`src/common/acs_pkg.sv`:
```
// Constants, modes and timing shared by both ends of the conversion sequencer
// Operation
// - Four modes: single, multi, continuous, turbo
// - Start by software bit or hardware input
// - Done status and completion held until read
// - Single mode waits in standby for start
// - Three priming conversions, result after fourth
// - Single returns to standby after transfer
// - Continuous: three-conversion latency, then every conversion
// - Do not switch input in continuous mode
// - Multi resets and re-primes decimator per sample
// - Multi sample auto-launches next sample
// - Hardware start optional in continuous mode
// - Completion rises at end of each result
// - Software may poll status instead
// - Output depends on last four samples
// - Input change invalidates until fourth sample
package acs_pkg;
   typedef enum logic [1:0] {
      ACS_MODE_SINGLE,
      ACS_MODE_MULTI,
      ACS_MODE_CONT,
      ACS_MODE_TURBO
   } acs_mode_t;
   localparam int ACS_CLK_PERIOD_NS = 20;
   // Duration of one modulator conversion
   localparam int ACS_CONV_TIME_NS = 1000;
   localparam int ACS_CONV_CYCLES = (ACS_CONV_TIME_NS + ACS_CLK_PERIOD_NS - 1) / ACS_CLK_PERIOD_NS;
   localparam int ACS_TAPS = 4;
   localparam int ACS_PRIME_CONV = 3;
   localparam int ACS_SAMPLE_W = 12;
   localparam int ACS_RESULT_W = 14;
   localparam int ACS_MUX_W = 4;
   localparam int ACS_FIFO_DEPTH = 8;
   localparam int ACS_SYNC_STAGES = 2;
endpackage

```
`src/common/acs_if.sv`:
```
// Link between the conversion sequencer and its reading party
`timescale 1ns/1ns
`default_nettype none
interface acs_if;
   import acs_pkg::*;
   logic start_sw;
   logic soc;
   logic stop;
   acs_mode_t mode;
   logic [ACS_MUX_W-1:0] mux_sel;
   logic [ACS_RESULT_W-1:0] res_data;
   logic res_valid;
   logic res_ready;
   logic eoc;
   modport dev (
      input start_sw, soc, stop, mode, mux_sel, res_ready,
      output res_data, res_valid, eoc
   );
   modport host (
      output start_sw, soc, stop, mode, mux_sel, res_ready,
      input res_data, res_valid, eoc
   );
endinterface
`default_nettype wire

```
`src/acs_device.sv`:
```
// Conversion sequencer with decimator window and result FIFO
`timescale 1ns/1ns
`default_nettype none
module acs_fifo #(
   parameter int WIDTH = 14,
   parameter int DEPTH = 8
) (
   // Clock and reset
   input wire logic clk_sys,
   input wire logic reset,
   // Fill side
   input wire logic in_valid,
   output logic in_ready,
   input wire logic [WIDTH-1:0] in_data,
   // Drain side
   output logic out_valid,
   input wire logic out_ready,
   output logic [WIDTH-1:0] out_data
);
   localparam int AW = $clog2(DEPTH);
   logic [WIDTH-1:0] mem_q [DEPTH];
   logic [AW-1:0] wr_q;
   logic [AW-1:0] rd_q;
   logic [AW:0] cnt_q;
   logic push;
   logic pop;

   assign in_ready = (cnt_q != DEPTH[AW:0]);
   assign out_valid = (cnt_q != '0);
   assign push = in_valid & in_ready;
   assign pop = out_valid & out_ready;
   assign out_data = mem_q[rd_q];

   always_ff @(posedge clk_sys) begin
      if (push) begin
         mem_q[wr_q] <= in_data;
      end
   end

   always_ff @(posedge clk_sys or posedge reset) begin
      if (reset) begin
         wr_q <= '0;
         rd_q <= '0;
         cnt_q <= '0;
      end else begin
         if (push) begin
            wr_q <= (wr_q == AW'(DEPTH - 1)) ? '0 : wr_q + 1'b1;
         end
         if (pop) begin
            rd_q <= (rd_q == AW'(DEPTH - 1)) ? '0 : rd_q + 1'b1;
         end
         cnt_q <= cnt_q + {{AW{1'b0}}, push} - {{AW{1'b0}}, pop};
      end
   end
endmodule

module acs_device #(
   parameter int CONV_CYCLES = acs_pkg::ACS_CONV_CYCLES,
   parameter int FIFO_DEPTH = acs_pkg::ACS_FIFO_DEPTH
) (
   // Clock and reset
   input wire logic clk_sys,
   input wire logic reset,
   // Link to the reading party
   acs_if.dev link,
   // Modulator side
   input wire logic [acs_pkg::ACS_SAMPLE_W-1:0] mod_data,
   output logic running_q,
   output logic conv_strobe_q
);
   import acs_pkg::*;
   localparam int CW = $clog2(CONV_CYCLES + 1);

   typedef enum {
      ACS_ST_STANDBY,
      ACS_ST_RUN,
      ACS_ST_XFER
   } acs_state_t;

   acs_state_t state_q;
   logic [CW-1:0] tick_q;
   logic [1:0] valid_q;
   logic [ACS_SAMPLE_W-1:0] win_q [ACS_TAPS-1];
   logic [ACS_MUX_W-1:0] mux_prev_q;
   logic [ACS_RESULT_W-1:0] sum;
   logic start_evt;
   logic conv_last;
   logic result_now;
   logic stall;
   logic conv_end;
   logic mux_change;
   logic reprime;
   logic fifo_ready;
   logic fifo_valid;
   logic eoc_q;

   assign start_evt = link.start_sw | link.soc;
   assign mux_change = (link.mux_sel != mux_prev_q);
   assign conv_last = (state_q == ACS_ST_RUN) && (tick_q == CW'(CONV_CYCLES - 1));
   // Fourth conversion of a window yields the result
   assign result_now = conv_last && (valid_q == 2'(ACS_PRIME_CONV));
   // A full FIFO holds the sequencer at the end of the conversion
   assign stall = result_now & ~fifo_ready;
   assign conv_end = conv_last & ~stall;
   // Multi and turbo clear the window after every result
   assign reprime = result_now & ~stall &
      (link.mode == ACS_MODE_MULTI || link.mode == ACS_MODE_TURBO);

   // Decimator: result is the sum of the last four samples
   always_comb begin
      sum = ACS_RESULT_W'(mod_data);
      for (int i = 0; i < ACS_TAPS - 1; i++) begin
         sum = sum + ACS_RESULT_W'(win_q[i]);
      end
   end

   // Sequencing state
   always_ff @(posedge clk_sys or posedge reset) begin
      if (reset) begin
         state_q <= ACS_ST_STANDBY;
      end else begin
         case (state_q)
            ACS_ST_STANDBY: begin
               if (start_evt && !link.stop) begin
                  state_q <= ACS_ST_RUN;
               end
            end
            ACS_ST_RUN: begin
               if (link.stop) begin
                  state_q <= ACS_ST_STANDBY;
               end else if (result_now && !stall && link.mode == ACS_MODE_SINGLE) begin
                  state_q <= ACS_ST_XFER;
               end
            end
            ACS_ST_XFER: begin
               // Wait for the reader to drain the result
               if (!fifo_valid || link.stop) begin
                  state_q <= ACS_ST_STANDBY;
               end
            end
            default: begin
               state_q <= ACS_ST_STANDBY;
            end
         endcase
      end
   end

   // Conversion timer; runs on without a new start in multi and continuous
   always_ff @(posedge clk_sys or posedge reset) begin
      if (reset) begin
         tick_q <= '0;
      end else if (state_q != ACS_ST_RUN || link.stop) begin
         tick_q <= '0;
      end else if (conv_end) begin
         tick_q <= '0;
      end else if (!stall) begin
         tick_q <= tick_q + 1'b1;
      end
   end

   // Priming count: three conversions before a valid result
   always_ff @(posedge clk_sys or posedge reset) begin
      if (reset) begin
         valid_q <= '0;
      end else if (state_q == ACS_ST_STANDBY || mux_change) begin
         valid_q <= '0;
      end else if (reprime) begin
         valid_q <= '0;
      end else if (conv_end && valid_q != 2'(ACS_PRIME_CONV)) begin
         valid_q <= valid_q + 1'b1;
      end
   end

   // Sample window; stale samples are flushed on re-prime or input change
   always_ff @(posedge clk_sys or posedge reset) begin
      if (reset) begin
         for (int i = 0; i < ACS_TAPS - 1; i++) begin
            win_q[i] <= '0;
         end
      end else if (reprime || mux_change || state_q == ACS_ST_STANDBY) begin
         for (int i = 0; i < ACS_TAPS - 1; i++) begin
            win_q[i] <= '0;
         end
      end else if (conv_end) begin
         win_q[0] <= mod_data;
         for (int i = 1; i < ACS_TAPS - 1; i++) begin
            win_q[i] <= win_q[i-1];
         end
      end
   end

   always_ff @(posedge clk_sys or posedge reset) begin
      if (reset) begin
         mux_prev_q <= '0;
      end else begin
         mux_prev_q <= link.mux_sel;
      end
   end

   // Completion stays high while any unread result remains; a new result wins
   always_ff @(posedge clk_sys or posedge reset) begin
      if (reset) begin
         eoc_q <= 1'b0;
      end else if (result_now && !stall) begin
         eoc_q <= 1'b1;
      end else if (!fifo_valid) begin
         eoc_q <= 1'b0;
      end
   end

   always_ff @(posedge clk_sys or posedge reset) begin
      if (reset) begin
         running_q <= 1'b0;
         conv_strobe_q <= 1'b0;
      end else begin
         running_q <= (state_q == ACS_ST_RUN);
         conv_strobe_q <= conv_end;
      end
   end

   acs_fifo #(
      .WIDTH(ACS_RESULT_W),
      .DEPTH(FIFO_DEPTH)
   ) u_fifo (
      .clk_sys(clk_sys),
      .reset(reset),
      .in_valid(result_now),
      .in_ready(fifo_ready),
      .in_data(sum),
      .out_valid(fifo_valid),
      .out_ready(link.res_ready),
      .out_data(link.res_data)
   );

   assign link.res_valid = fifo_valid;
   assign link.eoc = eoc_q;
endmodule
`default_nettype wire

```
`src/flat_wrapper.sv`:
```
// flat-port wrapper written by rule: the top's interface ports become plain ports
module acs_device_flat import acs_pkg::*;
#(
   parameter int CONV_CYCLES = acs_pkg::ACS_CONV_CYCLES,
   parameter int FIFO_DEPTH = acs_pkg::ACS_FIFO_DEPTH
)
  (clk_sys, reset, mod_data, running_q, conv_strobe_q, link_start_sw, link_soc, link_stop, link_mode, link_mux_sel, link_res_ready, link_res_data, link_res_valid, link_eoc);
  acs_if link_i ();
  input wire logic clk_sys;
  input wire logic reset;
  input wire logic [acs_pkg::ACS_SAMPLE_W-1:0] mod_data;
  output logic running_q;
  output logic conv_strobe_q;
  input wire logic [$bits(link_i.start_sw)-1:0] link_start_sw;
  input wire logic [$bits(link_i.soc)-1:0] link_soc;
  input wire logic [$bits(link_i.stop)-1:0] link_stop;
  input wire logic [$bits(link_i.mode)-1:0] link_mode;
  input wire logic [$bits(link_i.mux_sel)-1:0] link_mux_sel;
  input wire logic [$bits(link_i.res_ready)-1:0] link_res_ready;
  output wire logic [$bits(link_i.res_data)-1:0] link_res_data;
  output wire logic [$bits(link_i.res_valid)-1:0] link_res_valid;
  output wire logic [$bits(link_i.eoc)-1:0] link_eoc;
  assign link_i.start_sw = link_start_sw;
  assign link_i.soc = link_soc;
  assign link_i.stop = link_stop;
  assign link_i.mode = link_mode;
  assign link_i.mux_sel = link_mux_sel;
  assign link_i.res_ready = link_res_ready;
  assign link_res_data = link_i.res_data;
  assign link_res_valid = link_i.res_valid;
  assign link_eoc = link_i.eoc;
  acs_device #(.CONV_CYCLES(CONV_CYCLES), .FIFO_DEPTH(FIFO_DEPTH)) u_core (.clk_sys(clk_sys), .reset(reset), .link(link_i), .mod_data(mod_data), .running_q(running_q), .conv_strobe_q(conv_strobe_q));
endmodule
```
`config.mk`:
```
export PLATFORM = sky130hd
export DESIGN_NAME = acs_device_flat
export DESIGN_NICKNAME = d
export VERILOG_FILES = /design/src/common/acs_pkg.sv /design/src/common/acs_if.sv /design/src/acs_device.sv /design/src/flat_wrapper.sv
export SDC_FILE = /design/constraint.sdc
export NUM_CORES = 1
export LEC_CHECK = 0
export ABC_AREA = 1
export BUFFER_PORTS_ARGS = -buffer_cell sky130_fd_sc_hd__buf_2
export CORE_MARGIN = 2
export CORE_UTILIZATION = 35
export CTS_CLUSTER_DIAMETER = 50
export CTS_CLUSTER_SIZE = 10
export DETAILED_ROUTE_END_ITERATION = 12
export PLACE_DENSITY = 0.62
export SYNTH_ARGS = -nofsm -noshare
export SYNTH_HDL_FRONTEND = slang
export SYNTH_SLANG_ARGS = --single-unit
```
`constraint.sdc`:
```
create_clock -name clk_sys -period 3.2 [get_ports clk_sys]
set_input_delay 0.64 -clock clk_sys [delete_from_list [all_inputs] [get_ports clk_sys]]
set_output_delay 0.64 -clock clk_sys [all_outputs]
set_load 0.01 [all_outputs]
```
==> flow_summary.json, run 1 <==
{
  "numCtsBuffers": 17,
  "violations": "setup timing",
  "cts_htree_levels": 4,
  "relSlewSlack_pct": 36.09,
  "ys_seq_area_share_pct": 55.61,
  "grt_use_total_pct": 14.96,
  "grt_pass1_vias": 6313,
  "startpoint": "u_core.win_q[24]",
  "grt_pass1_wl_um": 31300,
  "most-common-layout-cells": "nand2_1 (187), edfxtp_1 (112), inv_1 (86), buf_4 (71), dfrtp_1 (62)",
  "routedWlPerCell_um": 14.57,
  "initial_core_util_pct": 35.48,
  "synthToLayoutAreaGrowth_pct": 24.30,
  "yosysWarnings": 0,
  "clkLatencyLatePin_ns": 0.43,
  "synth_seq_cells": 175,
  "clock-skew-final_ns": 0.01121,
  "clkPwrFrac_pct": 33.4,
  "critPathMaxFanout": 8,
  "final_common_cell": "nand2_1",
  "fin_cells": 1320,
  "finalCritPeriodShare_pct": 100.6,
  "critPathMaxStageDelay_ns": 0.56,
  "finalMaxSlewViolations": 0,
  "reg2reg_depth": 15,
  "drive_gt1_share_pct": 27.17,
  "antennaDiodeCount": 0,
  "cts_tree": "yes",
  "worstReg2RegEnd": "u_core.u_fifo.mem_q[0][9]",
  "reg2reg_slack_ns": -0.02,
  "root_buffer": "clkbuf_16",
  "grt_max_degree": 57,
  "synth_edf_count": 112,
  "syn-cell-area_mm2": 0.008882,
  "p_switching_mw": 2.026,
  "cp_data_arrival_time_ns": 3.52,
  "power_density_mw_per_mm2": 564.3,
  "crit_slowest_cell": "fa_2",
  "min_period_ns": 3.220,
  "power_frac_seq_pct": 40.8,
  "gp_congestion": 0.8113,
  "routed_wl_um": 19230,
  "portBuffers": 41,
  "synth_top_area_cell": "edfxtp_1",
  "clockBufferDepth": 2,
  "synth_area_leaders": "edfxtp_1 (38%), dfrtp_1 (18%), nand2_1 (8.7%)",
  "numClockSinks": 175,
  "drc": 0,
  "num_vias": 6290,
  "endpoint": "u_core.u_fifo.mem_q[0][9]",
  "synth_top_area_share_pct": 37.86,
  "syn_avg_cell_area_um2": 10.21,
  "antenna_found_initial": 0,
  "hold_buffers": 0,
  "synth_ff_type": "edfxtp_1",
  "placed_cells": 1285,
  "path_clk_slew_ns": 0.07,
  "swShare_pct": 32.51,
  "synthArstFlopShare_pct": 36.00,
  "hold_path.class": "input pin to asynchronous set/reset pin",
  "overflow": 0,
  "peakVddDrop_v": 0.0003741,
  "synthCells": 870,
  "dieArea_mm2": 0.02667,
  "ys_types": 35,
  "io_pins": 42,
  "dp_hpwl_um": 12450,
  "endpoint_kind": "register",
  "start_kind": "register",
  "final_antenna_net_count": 0,
  "status": "finished, violations left",
  "pwr-share-comb_pct": 25.7,
  "rsz0062_at_grt": "true",
  "die_x_um": 163.3,
  "core_area_mm2": 0.02504,
  "finalHoldViolations": 0,
  "worstMarginPinSlew_ns": 0.9553,
  "first_pass_iters": 5,
  "dieHeight_um": 163.3,
  "drtIter0Drc": 347,
  "cp_data_required_time_ns": 3.50,
  "timing.fmax_mhz": 310.6,
  "setup_viol": 8,
  "path_cells": "ha_4 > fa_2 > inv_2 > fa_1 > inv_2 > ha_4 > inv_4 > fa_2 > inv_2 > nand3_2 > nand2_4 > nand3_2 > nand2_2 > xor2_2 > buf_6",
  "cap_violations": 0,
  "routed_via_density": 4.765,
  "row_count": 58,
  "synth_fp_nets": 946,
  "nets": 1053,
  "critical_path_class": "register to register",
  "setup_ws_ns": -0.01996,
  "p_int_mw": 4.205,
  "leakage_nw": 4.551,
  "crit_top_cell": "inv_2",
  "utilization_pct": 44.10,
  "r2r-start": "u_core.win_q[24]"
}
timing repair:
| action | in CTS | in global routing |
|---|---|---|
| hold endpoints to repair | 0 | 0 |
| buffers inserted | 1 | 3 |
| resized for setup | 9 | 68 |
| pin swaps | 2 | 22 |
| endpoints found under the setup margin | 72 | 80 |
flip-flops by register name (all words and copies together), names as in the netlist:
signal	count
u_core.u_fifo.rd_q	3
u_core.mux_prev_q	4
u_core.running_q	1
u_core.conv_strobe_q	1
u_core.link.eoc	1
u_core.u_fifo.mem_q	112
u_core.state_q	2
u_core.u_fifo.cnt_q	4
u_core.u_fifo.wr_q	3
u_core.valid_q	2
u_core.tick_q	6
u_core.win_q	36
worst min-delay path by stage:
stage | cells past startpoint | slack [ns] | endpoint | startpoint
final | 2 | 0.29 | u_core.u_fifo.wr_q[2] | reset
after global routing | 1 | 0.33 | u_core.mux_prev_q[2] | link_mux_sel[2]
after CTS | 2 | 0.31 | u_core.u_fifo.wr_q[2] | reset
after detailed placement | 2 | 0.46 | u_core.link.eoc | u_core.link.eoc
after global placement | 2 | 0.46 | u_core.link.eoc | u_core.link.eoc
after floorplan | 1 | 0.47 | u_core.running_q | u_core.state_q[1]
synthesized netlist by cell type, drive strengths merged, types with 16 or more instances:
| library cell | n |
|---|---|
| a21oi | 55 |
| buf | 16 |
| dfrtp | 63 |
| edfxtp | 112 |
| ha | 37 |
| inv | 99 |
| mux2i | 28 |
| nand2 | 209 |
| nand3 | 32 |
| nor2 | 70 |
| o21ai | 46 |
| o22ai | 28 |
routing by layer:
| metal | vias up | share of wire [%] | global-route usage (%) |
|---|---|---|---|
| met1 | 3033 | 46 | 19.29 |
| met3 | 24 | 3.6 | 2.793 |
| met5 | - | 0 | 0 |
| met4 | 0 | 1.7 | 5.350 |
| met2 | 99 | 49 | 25.18 |
| li1 | 3134 | - | - |
kinds of logic after synthesis:
logic type	Yosys count	synth area share, %
AO/OA/AOI/OAI	134	8.917
multiplexers	28	3.155
XOR/XNOR	19	1.874
flip-flops	175	55.61
adder cells (fa/ha/maj)	52	8.593
AND/OR/NAND/NOR	334	15.62
buffers and inverters	128	6.226
power groups by stage:
stage / Combinational, mW / Clock, mW / Sequential, mW
5_1_grt: 1.81 / 2.20 / 2.56
3_5_place_dp: 1.59 / 0 / 2.60
3_3_place_gp: 1.56 / 0 / 2.59
6_report: 1.60 / 2.08 / 2.54
4_1_cts: 1.60 / 2.12 / 2.55
2_1_floorplan: 1.10 / 0 / 2.55
stage by stage:
stage	power (mW)	setup WS, ns	hold WS, ns	area, um2	setup TNS (ns)
2_1_floorplan	3.646	-0.06425	0.4672	8994	-0.7949
3_3_place_gp	4.157	-0.4819	0.4625	10030	-34.80
3_5_place_dp	4.186	-0.4964	0.4633	10030	-35.89
4_1_cts	6.268	0.007965	0.3064	10680	0
5_1_grt	6.574	-0.1599	0.3335	11040	-5.222
6_report	6.231	-0.01996	0.2884	11040	-0.1539
final cells by class:
class                      count  area, um2
clock buffer                  17      425.4
inverter                     101      385.4
sequential                   175       4941
clock inverter                15      171.4
tap                          330      412.9
timing repair buffer         115      780.7
multi-input combinational    567       3924
fill                        2332      14000
critical path, delay by kind of cell (launching register included):
family	cells	cell delay [ns]
buffers and inverters	5	0.39
XOR/XNOR	1	0.18
flip-flops	1	0.41
AND/OR/NAND/NOR	4	0.37
adder cells (fa/ha/maj)	5	1.73
Power figures use the tool's default switching activity.
==> inputs of run 2 (changes only) <==
Settings changed: ABC_AREA 1 to default.
==> flow_summary.json, run 2 <==
{
  "status": "finished, violations left",
  "violations": "setup timing",
  "routedWlPerCell_um": 15.75,
  "dieHeight_um": 160.8,
  "syn_avg_cell_area_um2": 13.30,
  "drive_gt1_share_pct": 38.34,
  "endpoint_kind": "register",
  "top_register": "u_core.u_fifo.mem_q",
  "synth_fp_nets": 723,
  "ys_seq_area_share_pct": 57.38,
  "portBuffers": 41,
  "path_clk_slew_ns": 0.07,
  "antenna_found_initial": 0,
  "synth_fa_ha_area_share_pct": 8.866,
  "cap_violations": 0,
  "syn-cell-area_mm2": 0.008608,
  "timing.hold.ws_ns": 0.3237,
  "core_area_mm2": 0.02425,
  "rsz0062_at_grt": "true",
  "leakage_nw": 4.301,
  "nets": 869,
  "antennaDiodeCount": 0,
  "grt_pass1_wl_um": 29030,
  "cp_data_required_time_ns": 3.38,
  "grt_pass1_vias": 5566,
  "num_vias": 5423,
  "root_buffer": "clkbuf_16",
  "finalMaxSlewViolations": 0,
  "synth_simple_gate_area_share_pct": 8.852,
  "critPathMaxStageDelay_ns": 0.45,
  "io_pins": 42,
  "worstMarginPinSlew_ns": 0.8540,
  "path_cells": "ha_4 > fa_2 > a211oi_2 > o21bai_2 > or4_4 > a41oi_4 > xor2_2 > fa_1 > inv_2 > ha_4 > a21o_1 > a31oi_4 > nor3b_2 > a2111oi_2 > o211ai_1 > buf_4",
  "numCtsBuffers": 17,
  "synth_ff_type": "edfxtp_1",
  "synth_area_leaders": "edfxtp_1 (39%), dfrtp_1 (18%), mux4_2 (7.3%)",
  "clockBufferDepth": 2,
  "clock-skew-final_ns": 0.01126,
  "most-common-layout-cells": "edfxtp_1 (112), buf_4 (102), nand2_1 (93), dfrtp_1 (62), inv_1 (50)",
  "finalHoldViolations": 0,
  "numClockSinks": 175,
  "relSlewSlack_pct": 43.06,
  "start_kind": "register",
  "largest_reg_flops": 112,
  "synth.most_common_cell": "edfxtp_1",
  "tns_ns": -51.50,
  "dp_hpwl_um": 11660,
  "synth_edf_count": 112,
  "yosysWarnings": 0,
  "grt_max_degree": 38,
  "overflow": 0,
  "ys_types": 60,
  "synthCells": 647,
  "synth-compound-area-share_pct": 8.866,
  "first_pass_iters": 4,
  "synthArstFlopShare_pct": 36.00,
  "hold_path.class": "input pin to asynchronous set/reset pin",
  "setup_viol": 80,
  "routed_via_density": 4.799,
  "top_regs": "u_core.u_fifo.mem_q: 112 flops, u_core.win_q: 36 flops, u_core.tick_q: 6 flops",
  "setup_ws_ns": -0.9614,
  "row_count": 57,
  "min_period_ns": 4.161,
  "critical_path_class": "register to register",
  "placed_cell_area_mm2": 0.01009,
  "synth_xor_area_share_pct": 2.747,
  "synth_top_area_cell": "edfxtp_1",
  "gp_congestion": 0.7879,
  "synth_common_cells": "edfxtp_1 (112), nand2_1 (94), dfrtp_1 (63)",
  "crit_slowest_cell": "fa_1",
  "placed_cells": 1093,
  "drtIter0Drc": 444,
  "finalCritPeriodShare_pct": 130.0,
  "crit_top_cell": "ha_4",
  "synthToLayoutAreaGrowth_pct": 27.22,
  "cp_data_arrival_time_ns": 4.34,
  "final_antenna_net_count": 0,
  "synth_top_area_share_pct": 39.07,
  "routed_wl_um": 17790,
  "dieArea_mm2": 0.02586,
  "grt_use_total_pct": 14.40,
  "timing.fmax_mhz": 240.3,
  "cts_tree": "yes",
  "drc": 0,
  "clkLatencyLatePin_ns": 0.43,
  "die_x_um": 160.8,
  "synth_seq_cells": 175,
  "cts_htree_levels": 4,
  "initial_core_util_pct": 35.50,
  "num-fill-cells": 2230,
  "peakVddDrop_v": 0.0003343,
  "synthMuxAreaShare_pct": 9.404,
  "power_density_mw_per_mm2": 540.3,
  "fin_cells": 1130,
  "pre_cts_slack_ns": -1.632,
  "final_common_cell": "edfxtp_1",
  "critPathMaxFanout": 8,
  "synth_top_family_by_area": "multiplexers",
  "design_area_mm2": 0.01095
}
## run 2: changes by cell type after synthesis, moves of 15 or more
cell and delta:
nand3_1 -22, inv_1 -42, nand2_1 -112, nor2_1 -47, mux2_2 +15, mux2i_1 -27
o21ai_0 -34, o22ai_1 -28, mux4_2 +28
## run 2: cell families after synthesis
family	after synthesis
simple gates	166
compound gates	106
xor+xnor	27
flops	175
fa+ha+maj	52
mux	44
buf+inv	77
## run 2: worst paths after layout
kind	start	cells past startpoint	slack, ns	endpoint
max	u_core.win_q[24]	16	-0.96	u_core.u_fifo.mem_q[6][12]
min	reset	2	0.32	u_core.link.eoc
max reg2reg	u_core.win_q[24]	16	-0.96	u_core.u_fifo.mem_q[6][12]
min reg2reg	u_core.link.eoc	2	0.48	u_core.link.eoc
max in group asynchronous	reset	3	2.14	u_core.win_q[23]
min in group clk_sys	link_mux_sel[3]	1	0.34	u_core.mux_prev_q[3]
## run 2: final cells by class
class	count	area (um2)	area share [%]
clock buffers	17	425.4	3.884
clock inverters	15	155.1	1.417
inverters	55	206.4	1.885
multi-input cells	395	3762	34.35
flip-flops and latches	175	4941	45.12
well taps	324	405.4	3.702
repair buffers	149	1056	9.642
## run 2: stage by stage
stage	utilization (%)	total power [mW]
6_report	45.17	5.917
2_1_floorplan	-	3.523
4_1_cts	44.75	5.998
3_5_place_dp	41.62	3.936
3_3_place_gp	41.62	3.922
5_1_grt	45.17	6.196
## run 2: critical path: cells and delay by family (launching register included)
| family | cells | cell delay [ns] |
|---|---|---|
| compound gates | 7 | 1.38 |
| fa+ha+maj | 4 | 1.17 |
| simple gates | 2 | 0.51 |
| flops | 1 | 0.41 |
| buf+inv | 2 | 0.26 |
| xor+xnor | 1 | 0.17 |
## run 2: where the power goes
group	leakage (nW)	total [mW]	switching, mW	internal (mW)
Sequential	1.86	2.54	0.0815	2.46
Clock	0.283	2.04	0.943	1.10
Combinational	2.16	1.33	0.614	0.719
Total	4.30	5.92	1.64	4.28
## run 2: what timing repair did
| item | in CTS | in global routing |
|---|---|---|
| hold buffers | 0 | 0 |
| endpoints found under the setup margin | 72 | 80 |
| pin swaps | 22 | 18 |
| cloned | 0 | 0 |
| setup buffers | 7 | 2 |
| resized for setup | 25 | 13 |
## run 2: layer usage
metal  part of all wire (%)  vias up  GRT usage (%)  wire length, um
met5                      0        -              0                0
met4                    1.1        0          4.261              196
met3                    3.8       20          2.944              672
met2                     49      110          23.82             8652
met1                     46     2662          19.27             8270
li1                       -     2631              -                -
==> inputs of run 3 (changes only) <==
Settings changed: CORE_UTILIZATION 35 to 55, PLACE_DENSITY 0.62 to 0.86.
==> flow_summary.json, run 3 (synthesized netlist as in run 2, its figures left out) <==
{
  "placed_cells": 970,
  "path_clk_slew_ns": 0.07,
  "worstReg2RegEnd": "u_core.u_fifo.mem_q[6][12]",
  "numClockSinks": 175,
  "grt_max_degree": 38,
  "top_register": "u_core.u_fifo.mem_q",
  "endpoint_kind": "register",
  "leakage_nw": 4.333,
  "critPathMaxFanout": 8,
  "fin_cells": 1015,
  "hold_buffers": 0,
  "min_period_ns": 4.202,
  "peakVddDrop_v": 0.0003997,
  "io_pins": 42,
  "core_area_mm2": 0.01526,
  "num_vias": 5733,
  "overflow": 0,
  "status": "finished, violations left",
  "relSlewSlack_pct": 46.48,
  "setup_ws_ns": -1.002,
  "finalCritPeriodShare_pct": 131.3,
  "power_density_mw_per_mm2": 547.4,
  "gp_congestion": 0.9049,
  "hold_path.class": "input pin to asynchronous set/reset pin",
  "routedWlPerCell_um": 18.74,
  "initial_core_util_pct": 56.42,
  "antennaDiodeCount": 0,
  "clkLatencyLatePin_ns": 0.44,
  "tns_ns": -56.54,
  "routed_wl_um": 19020,
  "placed_cell_area_mm2": 0.009866,
  "timing.fmax_mhz": 238.0,
  "setup_viol": 80,
  "rsz0062_at_grt": "true",
  "synthToLayoutAreaGrowth_pct": 26.31,
  "final_common_cell": "edfxtp_1",
  "drive_gt1_share_pct": 39.68,
  "grt_pass1_wl_um": 30300,
  "cp_data_arrival_time_ns": 4.40,
  "drtIter0Drc": 304,
  "cap_violations": 0,
  "antenna_found_initial": 0,
  "timing.hold.ws_ns": 0.2362,
  "start_kind": "register",
  "numCtsBuffers": 17,
  "portBuffers": 41,
  "dieArea_mm2": 0.01667,
  "dp_hpwl_um": 11630,
  "first_pass_iters": 5,
  "grt_pass1_vias": 6123,
  "cts_tree": "yes",
  "root_buffer": "clkbuf_16",
  "num-fill-cells": 928,
  "routed_via_density": 5.648,
  "design_area_mm2": 0.01087,
  "nets": 867,
  "grt_use_total_pct": 24.17,
  "largest_reg_flops": 112,
  "final_antenna_net_count": 0,
  "clock-skew-final_ns": 0.01033,
  "row_count": 45,
  "clockBufferDepth": 2,
  "violations": "setup timing",
  "finalHoldViolations": 0,
  "dieHeight_um": 129.1,
  "top_regs": "u_core.u_fifo.mem_q: 112 flops, u_core.win_q: 36 flops, u_core.tick_q: 6 flops",
  "r2r-start": "u_core.win_q[24]",
  "finalMaxSlewViolations": 0,
  "cts_htree_levels": 4,
  "most-common-layout-cells": "edfxtp_1 (112), buf_4 (99), nand2_1 (94), dfrtp_1 (62), inv_1 (48)",
  "reg2reg_slack_ns": -1.00,
  "drc": 0,
  "worstMarginPinSlew_ns": 0.8028,
  "critical_path_class": "register to register",
  "cp_data_required_time_ns": 3.40,
  "die_x_um": 129.1,
  "reg2reg_depth": 17
}
==> run 3: power by group <==
part / switching [mW] / total (mW) / internal (mW) / leakage, nW
sequential: 0.0817 / 2.54 / 2.46 / 1.86
combinational: 0.621 / 1.34 / 0.722 / 2.19
clock: 0.956 / 2.07 / 1.11 / 0.291
==> run 3: critical path: stages, from the launching register on <==
cell and delay [ns]:
dfrtp_1 0.41, ha_4 0.17, fa_2 0.34, a211oi_2 0.20, o21bai_2 0.11, buf_4 0.15, o41ai_2 0.20, buf_4 0.17
xor2_2 0.07, fa_1 0.48, inv_1 0.08, ha_4 0.30, a21o_1 0.20, a31oi_4 0.12, and4b_2 0.26, a2111oi_4 0.34
o211ai_1 0.17, buf_4 0.19
==> run 3: worst max path at each step <==
stage                                 from                          to  slack, ns  cells past startpoint
after floorplan                mod_data[0]  u_core.u_fifo.mem_q[0][12]      -1.09                     15
after global placement         mod_data[0]  u_core.u_fifo.mem_q[0][12]      -1.40                     16
after detailed placement       mod_data[0]  u_core.u_fifo.mem_q[0][12]      -1.60                     16
after CTS                 u_core.win_q[24]  u_core.u_fifo.mem_q[0][12]      -0.87                     16
after global routing      u_core.win_q[24]  u_core.u_fifo.mem_q[6][12]      -1.16                     17
final                     u_core.win_q[24]  u_core.u_fifo.mem_q[6][12]      -1.00                     17
==> run 3: metrics by stage <==
| stage | power (mW) | setup WS [ns] | utilization (%) |
|---|---|---|---|
| after global routing | 6.178 | -1.163 | 71.26 |
| after floorplan | 3.523 | -1.091 | - |
| after CTS | 5.978 | -0.8657 | 70.31 |
| final | 5.951 | -1.002 | 71.26 |
| after detailed placement | 3.907 | -1.603 | 64.66 |
| after global placement | 3.841 | -1.402 | 64.66 |
==> run 3: routing by layer <==
layer  vias up  GRT usage (%)  wire [um]
met5         -              0          0
met4         0          11.06        576
met3        56          4.996        733
met2       179          43.72      10340
met1      2863          27.61       7371
li1       2635              -          -
==> run 3: area by class of cell <==
cell class              count  area, um2  share of cell area, %
repair buffers            147       1049                  9.643
clock inverters            15      175.2                  1.611
clock buffers              17      425.4                  3.913
well taps                 211      264.0                  2.428
inverters                  55      206.4                  1.899
flip-flops and latches    175       4941                  45.44
multi-input cells         395       3812                  35.06
==> run 3: what timing repair did <==
item	4_1_cts	5_1_grt
resized for setup	34	18
pin swaps	15	15
endpoints found under the setup margin	80	88
setup buffers	8	6
